$ cat config.mk
export PLATFORM = sky130hd
export DESIGN_NAME = ecp_extended_control_logic
export DESIGN_NICKNAME = d
export VERILOG_FILES = /design/src/rtl/fault_irq_detect.v /design/src/rtl/ecp_extended_control_logic.v
export VERILOG_INCLUDE_DIRS = /design/src /design/src/rtl
export SDC_FILE = /design/constraint.sdc
export NUM_CORES = 1
export LEC_CHECK = 0
export ABC_AREA = 0
export BUFFER_PORTS_ARGS = -buffer_cell sky130_fd_sc_hd__buf_2
export CORE_ASPECT_RATIO = 1.25
export CORE_MARGIN = 3
export CORE_UTILIZATION = 25
export CTS_CLUSTER_DIAMETER = 60
export CTS_CLUSTER_SIZE = 10
export DETAILED_ROUTE_END_ITERATION = 16
export PLACE_DENSITY = 0.51
export SLEW_MARGIN = 20
export SYNTH_ARGS = -nofsm -noshare
export SYNTH_HDL_FRONTEND = slang
export SYNTH_HIERARCHICAL = 1
export SYNTH_SLANG_ARGS = --single-unit
$ cat constraint.sdc
create_clock -name clk_in -period 1.4 [get_ports clk_in]
set_input_delay 0 -clock clk_in [delete_from_list [all_inputs] [get_ports clk_in]]
set_output_delay 0 -clock clk_in [all_outputs]
set_load 0.02 [all_outputs]
$ cat src/rtl/ecp_defines.vh
// Purpose: constants for the extended port control logic
// Assumes: included by bare name from rtl files
// Notes:   field positions, mode codes, reset values and default sizes only
`ifndef ECP_DEFINES_VH
`define ECP_DEFINES_VH

// extended_port_control field positions
`define EPC_MODE_HI        7
`define EPC_MODE_LO        5
`define EPC_FAULT_DIS_BIT  4
`define EPC_DMA_BIT        3
`define EPC_SVC_BIT        2
`define EPC_FULL_BIT       1
`define EPC_EMPTY_BIT      0

// mode field codes
`define MODE_COMPAT        3'h0
`define MODE_BIDIR         3'h1
`define MODE_COMPAT_FIFO   3'h2
`define MODE_ECP           3'h3
`define MODE_RSVD_A        3'h4
`define MODE_RSVD_B        3'h5
`define MODE_FIFO_TEST     3'h6
`define MODE_CONFIG        3'h7

// reset values and default sizes
`define EPC_RESET_MODE     3'h0
`define EPC_RESET_FLAG     1'h0
`define THRESH_RESET       4'h8
`define FIFO_DEPTH_DEF     16
`define FIFO_CNT_W_DEF     5
`define THRESH_W_DEF       4

`endif

$ cat src/rtl/fault_irq_detect.v
// Purpose: error-line interrupt detector for the extended port
// Assumes: err_n_in synchronous to clk_in, active low
// Notes:   pending flag is sticky until clear_in; a new event wins
`timescale 1ns/1ps
module fault_irq_detect
(
   input  wire clk_in,
   input  wire reset_in,
   input  wire err_n_in,
   input  wire disable_in,
   input  wire clear_in,
   output wire pend_out
);

   reg err_n_q;
   reg disable_q;
   reg pend_q;
   wire fall_evt;
   wire unmask_evt;

   // falling edge of the error line while enabled
   assign fall_evt   = err_n_q & ~err_n_in & ~disable_in;
   // unmasking with error already low must not be missed
   assign unmask_evt = disable_q & ~disable_in & ~err_n_in;
   assign pend_out   = pend_q;

   // history registers and sticky pending, set beats clear
   always @(posedge clk_in)
   begin
      if (reset_in)
      begin
         err_n_q   <= 1'h1;
         disable_q <= 1'h0;
         pend_q    <= 1'h0;
      end
      else
      begin
         err_n_q   <= err_n_in;
         disable_q <= disable_in;
         if (fall_evt | unmask_evt)
            pend_q <= 1'h1;
         else if (clear_in)
            pend_q <= 1'h0;
      end
   end

endmodule // fault_irq_detect

$ cat src/rtl/ecp_extended_control_logic.v
// Purpose: extended control register and mode/interrupt control of an
//          ecp parallel port with fifo
// Assumes: host strobes and all pin inputs synchronous to clk_in;
//          fifo datapath and 1284 handshake timing live outside
// Notes:   mode changes out of a forward auto mode take one extra
//          cycle so the control lines are negated first
// Operation
// - mode 110 lets host use fifo, never drives fifo data on lines
// - mode 111 opens configuration registers a and b to the host
// - negotiation done in modes 000/001; hardware handshakes only in transfer
// - writing mode 011 or 010 starts hardware transfer at once
// - from 000/001 any mode; otherwise only 000 or 001 accepted
// - direction and threshold change only while mode is 000/001
// - switching to 000/001 resets fifo and clears fifo error
// - control outputs negated before leaving extended forward mode
// - fault disable at bit 4; when 0, error falling edge interrupts
// - fault disable 1 to 0 with error low interrupts immediately
// - dma flag at bit 3 moves fifo data over drq/dack/tc
// - dma flag 0 tri-states drq; data moves by programmed i/o
// - tc interrupt only with service flag 0; dma write 0 clears it
// - service flag 1 suppresses fifo request, error and tc interrupts
// - service condition with flag 0 sets flag and interrupts host
// - tc is service condition; cleared by mode 000/001 or dma off
// - forward, no dma: threshold of free space is service condition
// - reverse, no dma: threshold of waiting bytes is service condition
// - overrun/underrun is service condition, empty and full read 1
// - mode 011 runs ecp protocol forward, fills fifo in reverse
// - irq driven only with ack enable or mode 010, 011, 110
`timescale 1ns/1ps
`include "ecp_defines.vh"
module ecp_extended_control_logic
#(
   parameter FIFO_DEPTH = `FIFO_DEPTH_DEF,
   parameter CNT_W      = `FIFO_CNT_W_DEF,
   parameter THRESH_W   = `THRESH_W_DEF
)
(
   input  wire                clk_in,
   input  wire                reset_in,
   input  wire                epc_sel_in,
   input  wire                host_wr_in,
   input  wire                host_rd_in,
   input  wire [7:0]          host_wdata_in,
   output wire [7:0]          host_rdata_out,
   input  wire                dir_wr_in,
   input  wire                dir_val_in,
   input  wire                thresh_wr_in,
   input  wire [THRESH_W-1:0] thresh_val_in,
   input  wire                ack_irq_on_in,
   input  wire                err_n_in,
   input  wire                tc_in,
   input  wire                dack_in,
   input  wire [CNT_W-1:0]    fifo_count_in,
   input  wire                fifo_overrun_in,
   input  wire                fifo_underrun_in,
   output wire [2:0]          mode_out,
   output wire                dir_out,
   output wire [THRESH_W-1:0] thresh_out,
   output wire                fifo_reset_out,
   output wire                fifo_host_access_out,
   output wire                auto_xfer_out,
   output wire                ecp_protocol_out,
   output wire                compat_fifo_out,
   output wire                data_drive_out,
   output wire                ctrl_negate_out,
   output wire                cfg_access_out,
   output wire                drq_out,
   output wire                drq_oe_out,
   output wire                irq_out,
   output wire                irq_oe_out
);

   // state of the mode-change sequencer
   localparam ST_IDLE   = 1'b0;
   localparam ST_NEGATE = 1'b1;

   // true for the two programmed i/o modes
   function is_pio;
      input [2:0] m;
      begin
         is_pio = (m == `MODE_COMPAT) | (m == `MODE_BIDIR);
      end
   endfunction

   // true for the two modes with hardware handshake
   function is_auto;
      input [2:0] m;
      begin
         is_auto = (m == `MODE_COMPAT_FIFO) | (m == `MODE_ECP);
      end
   endfunction

   reg [2:0]          mode_q;
   reg [2:0]          mode_d;
   reg [2:0]          pend_mode_q;
   reg                state_q;
   reg                state_d;
   reg                fault_dis_q;
   reg                dma_on_q;
   reg                svc_flag_q;
   reg                dir_q;
   reg [THRESH_W-1:0] thresh_q;
   reg                fifo_err_q;
   reg                tc_pend_q;
   reg                fifo_pend_q;
   reg                fifo_reset_q;
   reg [7:0]          rdata_q;
   reg                tc_q;

   wire               epc_wr;
   wire               epc_rd;
   wire [2:0]         wr_mode;
   wire               mode_ok;
   wire               to_pio;
   wire               leave_fwd;
   wire               mode_to_pio;
   wire               dma_off_wr;
   wire [CNT_W:0]     free_cnt;
   wire [CNT_W:0]     thresh_ext;
   wire               thr_fwd;
   wire               thr_rev;
   wire               fifo_evt;
   wire               tc_evt;
   wire               svc_evt;
   wire               full_flag;
   wire               empty_flag;
   wire               fault_pend;
   wire               auto_mode;

   assign epc_wr  = epc_sel_in & host_wr_in;
   assign epc_rd  = epc_sel_in & host_rd_in;
   assign wr_mode = host_wdata_in[`EPC_MODE_HI:`EPC_MODE_LO];

   // a mode write is honoured only from pio, or when it returns to pio
   assign mode_ok = is_pio(mode_q) | is_pio(wr_mode);
   assign to_pio  = epc_wr & mode_ok & is_pio(wr_mode) & (state_q == ST_IDLE);

   // forward auto mode must drop its control lines before the switch
   assign leave_fwd = to_pio & is_auto(mode_q) & ~dir_q;

   // the cycle in which the mode field actually lands in pio
   assign mode_to_pio = (to_pio & ~leave_fwd) | (state_q == ST_NEGATE);
   assign dma_off_wr  = epc_wr & ~host_wdata_in[`EPC_DMA_BIT];

   // mode-change sequencer
   always @*
   begin
      mode_d  = mode_q;
      state_d = state_q;
      case (state_q)
         ST_IDLE:
         begin
            if (leave_fwd)
               state_d = ST_NEGATE;
            else if (epc_wr & mode_ok)
               mode_d = wr_mode;
         end
         ST_NEGATE:
         begin
            mode_d  = pend_mode_q;
            state_d = ST_IDLE;
         end
         default:
         begin
            state_d = ST_IDLE;
         end
      endcase
   end

   // mode, sequencer and pending target
   always @(posedge clk_in)
   begin
      if (reset_in)
      begin
         mode_q      <= `EPC_RESET_MODE;
         pend_mode_q <= `EPC_RESET_MODE;
         state_q     <= ST_IDLE;
      end
      else
      begin
         mode_q  <= mode_d;
         state_q <= state_d;
         if (leave_fwd)
            pend_mode_q <= wr_mode;
      end
   end

   // writable control bits of the register
   always @(posedge clk_in)
   begin
      if (reset_in)
      begin
         fault_dis_q <= `EPC_RESET_FLAG;
         dma_on_q    <= `EPC_RESET_FLAG;
      end
      else if (epc_wr)
      begin
         fault_dis_q <= host_wdata_in[`EPC_FAULT_DIS_BIT];
         dma_on_q    <= host_wdata_in[`EPC_DMA_BIT];
      end
   end

   // direction and threshold are frozen outside the pio modes
   always @(posedge clk_in)
   begin
      if (reset_in)
      begin
         dir_q    <= 1'h0;
         thresh_q <= `THRESH_RESET;
      end
      else if (is_pio(mode_q))
      begin
         if (dir_wr_in)
            dir_q <= dir_val_in;
         if (thresh_wr_in)
            thresh_q <= thresh_val_in;
      end
   end

   // service conditions; free space counts up to the full depth
   assign free_cnt = FIFO_DEPTH[CNT_W:0] - {1'b0, fifo_count_in};
   assign thresh_ext = {{(CNT_W+1-THRESH_W){1'b0}}, thresh_q};
   assign thr_fwd  = ~dir_q & ~dma_on_q & (free_cnt >= thresh_ext);
   assign thr_rev  = dir_q & ~dma_on_q & ({1'b0, fifo_count_in} >= thresh_ext);
   assign fifo_evt = fifo_overrun_in | fifo_underrun_in;

   // threshold checks only matter while the fifo is in use
   assign auto_mode = is_auto(mode_q);
   assign tc_evt    = dma_on_q & tc_in & ~tc_q;
   assign svc_evt   = ~svc_flag_q & (tc_evt | fifo_evt | (auto_mode & (thr_fwd | thr_rev)));

   // service flag: hardware set wins over a host write of 0
   always @(posedge clk_in)
   begin
      if (reset_in)
         svc_flag_q <= `EPC_RESET_FLAG;
      else if (svc_evt)
         svc_flag_q <= 1'h1;
      else if (epc_wr)
         svc_flag_q <= host_wdata_in[`EPC_SVC_BIT];
   end

   // fifo error latch, cleared only by returning to pio
   always @(posedge clk_in)
   begin
      if (reset_in)
         fifo_err_q <= 1'h0;
      else if (fifo_evt)
         fifo_err_q <= 1'h1;
      else if (mode_to_pio)
         fifo_err_q <= 1'h0;
   end

   // tc interrupt pending; the event beats the clear in one cycle
   always @(posedge clk_in)
   begin
      if (reset_in)
      begin
         tc_pend_q <= 1'h0;
         tc_q      <= 1'h0;
      end
      else
      begin
         tc_q <= tc_in;
         if (tc_evt & ~svc_flag_q)
            tc_pend_q <= 1'h1;
         else if (mode_to_pio | dma_off_wr)
            tc_pend_q <= 1'h0;
      end
   end

   // fifo request/error interrupt pending, dropped when host masks
   always @(posedge clk_in)
   begin
      if (reset_in)
         fifo_pend_q <= 1'h0;
      else if (svc_evt & ~tc_evt)
         fifo_pend_q <= 1'h1;
      else if (mode_to_pio | (epc_wr & host_wdata_in[`EPC_SVC_BIT]))
         fifo_pend_q <= 1'h0;
   end

   // one-cycle fifo reset on every entry to pio
   always @(posedge clk_in)
   begin
      if (reset_in)
         fifo_reset_q <= 1'h1;
      else
         fifo_reset_q <= mode_to_pio;
   end

   // error-line interrupt, cleared by a register read
   fault_irq_detect u_fault
   (
      .clk_in     (clk_in),
      .reset_in   (reset_in),
      .err_n_in   (err_n_in),
      .disable_in (fault_dis_q),
      .clear_in   (epc_rd),
      .pend_out   (fault_pend)
   );

   // an overrun or underrun forces both status bits high
   assign full_flag  = fifo_err_q | (fifo_count_in == FIFO_DEPTH[CNT_W-1:0] + {CNT_W{1'b0}}
                       && fifo_count_in != {CNT_W{1'b0}}) | (fifo_count_in >= FIFO_DEPTH[CNT_W-1:0]
                       && FIFO_DEPTH[CNT_W-1:0] != {CNT_W{1'b0}});
   assign empty_flag = fifo_err_q | (fifo_count_in == {CNT_W{1'b0}});

   // read data registered on the read strobe
   always @(posedge clk_in)
   begin
      if (reset_in)
         rdata_q <= 8'h00;
      else if (epc_rd)
         rdata_q <= {mode_q, fault_dis_q, dma_on_q, svc_flag_q, full_flag, empty_flag};
   end

   assign host_rdata_out = rdata_q;
   assign mode_out       = mode_q;
   assign dir_out        = dir_q;
   assign thresh_out     = thresh_q;
   assign fifo_reset_out = fifo_reset_q;

   // fifo reachable by the host in auto modes and in test mode
   assign fifo_host_access_out = auto_mode | (mode_q == `MODE_FIFO_TEST);

   // hardware handshake only in the transfer modes, immediate on entry
   assign auto_xfer_out    = auto_mode & (state_q == ST_IDLE);
   assign ecp_protocol_out = (mode_q == `MODE_ECP) & (state_q == ST_IDLE);
   assign compat_fifo_out  = (mode_q == `MODE_COMPAT_FIFO) & (state_q == ST_IDLE);

   // fifo bytes reach the lines only in forward auto modes, never in test
   assign data_drive_out  = auto_xfer_out & ~dir_q;
   assign ctrl_negate_out = (state_q == ST_NEGATE);
   assign cfg_access_out  = (mode_q == `MODE_CONFIG);

   // dma request: only while enabled; otherwise released to high z
   assign drq_oe_out = dma_on_q;
   assign drq_out    = dma_on_q & auto_mode & ~dack_in & ~fifo_err_q
                       & (dir_q ? ~empty_flag : ~full_flag);

   // irq drive enabled by ack enable or the fifo modes
   assign irq_oe_out = ack_irq_on_in | auto_mode | (mode_q == `MODE_FIFO_TEST);
   assign irq_out    = irq_oe_out & (fault_pend | tc_pend_q | fifo_pend_q);

endmodule // ecp_extended_control_logic

# Word level (Yosys, flattened, before mapping)
# Index checks and enable logic that the tools add are counted.
[classes]
order_cmp = 3
muxes = 16
n_reduce_logical = 13
add_sub_neg = 1
bitwise = 67
n_eq_ne = 9
[ops]
columns = ["operator", "n"]
rows = [
  ["$and A1 B1 Y1", 33],
  ["$or A1 B1 Y1", 20],
  ["$not A1 Y1", 14],
  ["$mux W1", 12],
  ["$reduce_bool A2 Y1", 5],
  ["$eq A3 B1 Y1 const B", 2],
  ["$eq A3 B2 Y1 const B", 2],
  ["$eq A3 B3 Y1 const B", 2],
  ["$ge A6 B4 Y1", 1],
  ["$logic_not A3 Y1", 2],
  ["$mux W3", 2],
  ["$pmux W3 S2", 1],
  ["$reduce_and A2 Y1", 3],
  ["$sub A5 B5 Y6 const A", 1],
  ["$eq A5 B5 Y1 const B", 1],
  ["$ge A5 B4 Y1", 1],
  ["$ge A5 B5 Y1 const B", 1],
  ["$logic_not A5 Y1", 1],
  ["$reduce_bool A5 Y1", 1],
  ["$ne A2 B2 Y1 const B", 2],
  ["$pmux W1 S2", 1],
  ["$logic_and A1 B1 Y1", 1],
]
[totals]
reg_bits = 31
out_inout_bits = 28
wordCells = 126

# Logic depth before layout (Yosys ltp)
[logic_depth]
word_depth = 14
ltp_mapped = 9
depth_no_buf = 9

# Modules after synthesis
# Netlist, hierarchy kept.
[by_module_without_submodules]
columns = ["mod", "seq_area_each_um2", "cells_each", "area_each_um2", "instances"]
rows = [
  ["ecp_extended_control_logic", 560.5, 165, 1368.8, 1],
  ["fault_irq_detect", 60.1, 9, 92.6, 1],
]

# Least setup slack after synthesis
# Ideal clock, no wire load.
[synth_path]
kind = "reg2reg"
start = "register mode_q[1], in the netlist mode_out[1]"
end = "register fifo_pend_q"
arrival_ns = 1.663
setup_slack_ns = -0.339
path_stages_with_launch = 5
period_less_slack_ns = 1.739
path_buffers = 0
cell_sequence = "dfxtp_1 nand2b_1 nor3_1 o21bai_1 o22ai_1"
[synth_via]
elab_chain_cells = 13
[synth_rtl]
columns = ["element", "line", "rtl"]
rows = [
  ["from (decl)", "ecp_extended_control_logic.v:93", "reg [2:0] mode_q;"],
  ["from (signal assigned)", "ecp_extended_control_logic.v:175", "mode_q <= `EPC_RESET_MODE;"],
  ["from (signal assigned)", "ecp_extended_control_logic.v:181", "mode_q <= mode_d;"],
  ["$eq A3 B1 Y1 (no line) / $logic_not A3 Y1 (equally long branches)", "--", ""],
  ["$or A1 B1 Y1", "ecp_extended_control_logic.v:81", "is_pio = (m == `MODE_COMPAT) | (m == `MODE_BIDIR);"],
  ["$or A1 B1 Y1", "ecp_extended_control_logic.v:135", "assign mode_ok = is_pio(mode_q) | is_pio(wr_mode);"],
  ["$and A1 B1 Y1 (3 in a row)", "ecp_extended_control_logic.v:136", "assign to_pio = epc_wr & mode_ok & is_pio(wr_mode) & (state_q == ST_IDLE);"],
  ["$and A1 B1 Y1 (2 in a row)", "ecp_extended_control_logic.v:139", "assign leave_fwd = to_pio & is_auto(mode_q) & ~dir_q;"],
  ["$not A1 Y1", "ecp_extended_control_logic.v:142", "assign mode_to_pio = (to_pio & ~leave_fwd) | (state_q == ST_NEGATE);"],
  ["$and A1 B1 Y1", "ecp_extended_control_logic.v:142", ""],
  ["$or A1 B1 Y1", "ecp_extended_control_logic.v:142", ""],
  ["$or A1 B1 Y1", "ecp_extended_control_logic.v:279", "else if (mode_to_pio | (epc_wr & host_wdata_in[`EPC_SVC_BIT]))"],
  ["$reduce_bool A2 Y1 (no line)", "--", ""],
  ["to (signal assigned)", "ecp_extended_control_logic.v:276", "fifo_pend_q <= 1'h0;"],
  ["to (signal assigned)", "ecp_extended_control_logic.v:278", "fifo_pend_q <= 1'h1;"],
  ["to (signal assigned)", "ecp_extended_control_logic.v:280", "fifo_pend_q <= 1'h0;"],
  ["to (decl)", "ecp_extended_control_logic.v:105", "reg fifo_pend_q;"],
]
# Parallel ways exist; a longest one is shown, timed or not.
# A chain may end at the register's enable or synchronous reset.

# Worst setup path after layout
[layout_path]
start = "register thresh_q[2], in the netlist thresh_out[2]"
end = "register svc_flag_q"
[layout_via]
elab_chain_cells = 7
[layout_rtl]
columns = ["element", "line", "rtl"]
rows = [
  ["from (decl)", "ecp_extended_control_logic.v:102", "reg [THRESH_W-1:0] thresh_q;"],
  ["from (signal assigned)", "ecp_extended_control_logic.v:209", "thresh_q <= `THRESH_RESET;"],
  ["from (signal assigned)", "ecp_extended_control_logic.v:216", "thresh_q <= thresh_val_in;"],
  ["$ge A6 B4 Y1 / $ge A5 B4 Y1 (equally long branches)", "ecp_extended_control_logic.v:223, ecp_extended_control_logic.v:224", ""],
  ["$and A1 B1 Y1, on equally long branches", "ecp_extended_control_logic.v:223, ecp_extended_control_logic.v:224", ""],
  ["$or A1 B1 Y1 (*)", "ecp_extended_control_logic.v:230", "assign svc_evt = ~svc_flag_q & (tc_evt | fifo_evt | (auto_mode & (thr_fwd | thr_rev)));"],
  ["$and A1 B1 Y1 (*)", "ecp_extended_control_logic.v:230", ""],
  ["$or A1 B1 Y1 (*)", "ecp_extended_control_logic.v:230", ""],
  ["$and A1 B1 Y1 (*)", "ecp_extended_control_logic.v:230", ""],
  ["$mux W1 / $reduce_bool A2 Y1 (equally long branches)", "--", ""],
  ["to (signal assigned)", "ecp_extended_control_logic.v:236", "svc_flag_q <= `EPC_RESET_FLAG;"],
  ["to (signal assigned)", "ecp_extended_control_logic.v:240", "svc_flag_q <= host_wdata_in[`EPC_SVC_BIT];"],
  ["to (decl)", "ecp_extended_control_logic.v:100", "reg svc_flag_q;"],
]
# Mark *: on every way between the ends. The rest lies on a longest branch, timed or not.

==> run summary <==
die height - 91.5 um
TNS Setup - -0.224 ns
final setup vio count - 3
register bit total from synthesis - 31
Setup WS post-layout - -0.139 ns
mean cell area of the mapped netlist - 8.40 um^2
# rows - 30
CTS tree - done
Skew-Pair Late Insertion Delay - 0.28 ns
H-Tree Depth - 2
1st-pass router iterations - 4
fin. max-slew vios - 0
CTS buffer count - 5
wire per inst - 13.1 um
Worst Tran Pin Value - 0.330 ns
Routed WL - 4.42 mm
area share of fa/ha/maj cells after synthesis - 7.71%
Post-Syn Instances - 174
count of cell types in the netlist - 38
clock skew - 0.00527 ns
YS warnings - 6
die area - 6800 um^2
GRT Residual Overflow - 0
register area share after synthesis - 42.5%
worst slack, placed - -0.288 ns
vias - 1569
global-route wire length before repair - 6.87 mm
clk buf depth - 2
IR drop worst, VDD - 0.368 mV
Filler Cell Count - 585
largest net degree at the start of global routing - 14
synth-to-layout area growth - 68.5%
mapped cell area - 1460 um^2
Compound-Gate Fraction of Synth Area - 15.8%
Non-Filler Instances - 338
Peak Freq - 0.650 GHz
failing checks - negative setup slack
status - finished, violations left
dpl hpwl - 3.32 mm
initial antenna violation count - 0
post-synthesis xor/xnor area fraction - 1.20%
IO Pins - 59
post-route cell area - 2460 um^2
worst hold slack - 0.0505 ns
required time worst endpoint - 1.61 ns
largest family of logic cells by synthesized area - simple AND/OR/NAND/NOR gates
die width - 74.4 um
routed vias/inst - 4.64
fraction of layout cells with a size suffix above 1 - 45.3%
Worst EP arrival - 1.75 ns
Initial Utilization - 26.3%
Post-synth EDFFs - 0
pwr/cell area - 1000 nW/um^2
CTS root buf - clkbuf_8
Period Utilization, post-route - 110%
Total GRT Usage - 13.3%
Final Hold Viols - 0
Post-Syn Nets - 214
vias in the first global route - 1456
Placed Cells - 310
critical-path maximum fanout - 3
Port Buffers - 56
Slew HR - 77.7%
maxcap violations - 0
Detailed Route Iter0 Violations - 65
Min-Delay Path Class - input port to flop
Final ANT Viol Nets - 0
unrepaired setup endpoints after global routing - true
crit path kind - flop to flop
Worst setup EP type - flop
ys flop type - dfxtp_1
Post-synth ARST share - 0%
Clock transition at path regs - 0.07 ns
leakage power - 0.00109 uW
mux contribution to synthesized area - 3.42%
RePlAce Congestion - 0.773
Post-Synth Simple-Gate Area - 26.1%
Diodes inserted - 0
clk sink count - 31
min Tclk post-route - 1.54 ns
Final nets - 313
Core Area - 5560 um^2
Placed Area - 2010 um^2
Residual DRC - 0
Startpoint Class - flop
==> critical path, cell delays in order (launching register included) <==
cell      delay [ns]
dfxtp_4         0.36
inv_4           0.05
ha_4            0.26
nand2_2         0.04
o21ai_2         0.10
a21oi_1         0.07
o41a_1          0.41
a211oi_2        0.18
==> where the power goes <==
part	switching [uW]	leakage, uW	internal (uW)
clock network	351	0.0000612	576
logic	295	0.000774	276
registers	36.1	0.000258	929
==> worst paths after layout <==
kind,from,endpoint,slack (ns),cells past startpoint
max,thresh_out[2],svc_flag_q,-0.14,7
min,reset_in,thresh_out[1],0.05,2
max reg2reg,thresh_out[2],svc_flag_q,-0.14,7
min reg2reg,host_rdata_out[3],host_rdata_out[3],0.45,2
==> cell usage in the layout (no fill, tap or decap), drive strengths merged, types with 2 or more instances in the layout <==
cell / instances
inv: 7
a211oi: 4
o22ai: 3
xnor2: 2
or2: 2
ha: 9
mux2i: 5
nor3b: 4
nand3: 5
dfxtp: 31
nor3: 5
clkinv: 2
nor2: 22
buf: 84
and2: 2
nor2b: 4
a21oi: 16
o21ai: 5
nand2b: 2
nand2: 26
dlygate4sd3: 13
clkbuf: 6
==> repair_timing <==
action	in CTS	in global routing
setup endpoints to repair	5	10
gates resized for setup	11	20
hold endpoints to repair	12	0
buffers inserted	1	6
pin swaps	5	8
hold buffers	13	0
==> cell usage after synthesis, types with 2 or more instances <==
| cell | number | share of area, % |
|---|---|---|
| o21ai_0 | 4 | 1.4 |
| nand2b_1 | 2 | 0.86 |
| mux2i_1 | 5 | 3.4 |
| clkbuf_1 | 4 | 1.0 |
| inv_1 | 7 | 1.8 |
| nand3_1 | 5 | 1.7 |
| o22ai_1 | 3 | 1.3 |
| nor3_1 | 5 | 1.7 |
| nor3b_1 | 4 | 2.1 |
| nor2_1 | 21 | 5.4 |
| a21oi_1 | 16 | 5.5 |
| nor2b_1 | 4 | 1.7 |
| dfxtp_1 | 31 | 42 |
| a211oi_1 | 4 | 2.1 |
| and2_1 | 2 | 0.86 |
| ha_1 | 9 | 7.7 |
| nand2_1 | 26 | 6.7 |
| xnor2_1 | 2 | 1.2 |
==> through the flow <==
| step | util (%) | power, uW |
|---|---|---|
| after floorplan | - | 1240 |
| after global placement | 36.2 | 1440 |
| after detailed placement | 36.2 | 1440 |
| after CTS | 41.7 | 2440 |
| after global routing | 44.3 | 2610 |
| final | 44.3 | 2460 |
==> registers in the layout, summed over array words and instances (netlist names) <==
signal             flops
fifo_pend_q            1
ctrl_negate_out        1
fifo_err_q             1
thresh_out             4
mode_out               3
u_fault/err_n_q        1
u_fault/pend_out       1
host_rdata_out         8
pend_mode_q            3
u_fault/disable_q      1
dir_out                1
fault_dis_q            1
tc_q                   1
drq_oe_out             1
fifo_reset_out         1
tc_pend_q              1
svc_flag_q             1
==> cell families after synthesis <==
family	after synthesis
flip-flops	31
XOR/XNOR	2
adder cells (fa/ha/maj)	9
AND/OR/NAND/NOR	77
AO/OA/AOI/OAI	37
buffers and inverters	13
multiplexers	5
==> area by class of cell <==
type,instances,area (um^2),share of cell area (%)
multi-input cells,130,953,38.7
inverters,8,35.0,1.42
well taps,64,80.1,3.25
repair buffers,97,641,26.0
clock buffers,6,82.6,3.35
clock inverters,2,35.0,1.42
flip-flops and latches,31,636,25.8
==> routing by layer <==
metal	wire length (um)	vias to the layer above	part of all wire, %	track usage [%]
met5	0	-	0	0
met4	75	0	1.7	6.53
met3	230	4	5.2	3.54
met2	2040	44	46	19.9
met1	2080	715	47	17.3
li1	-	806	-	-
No activity file was read; power rests on OpenSTA's default activity.
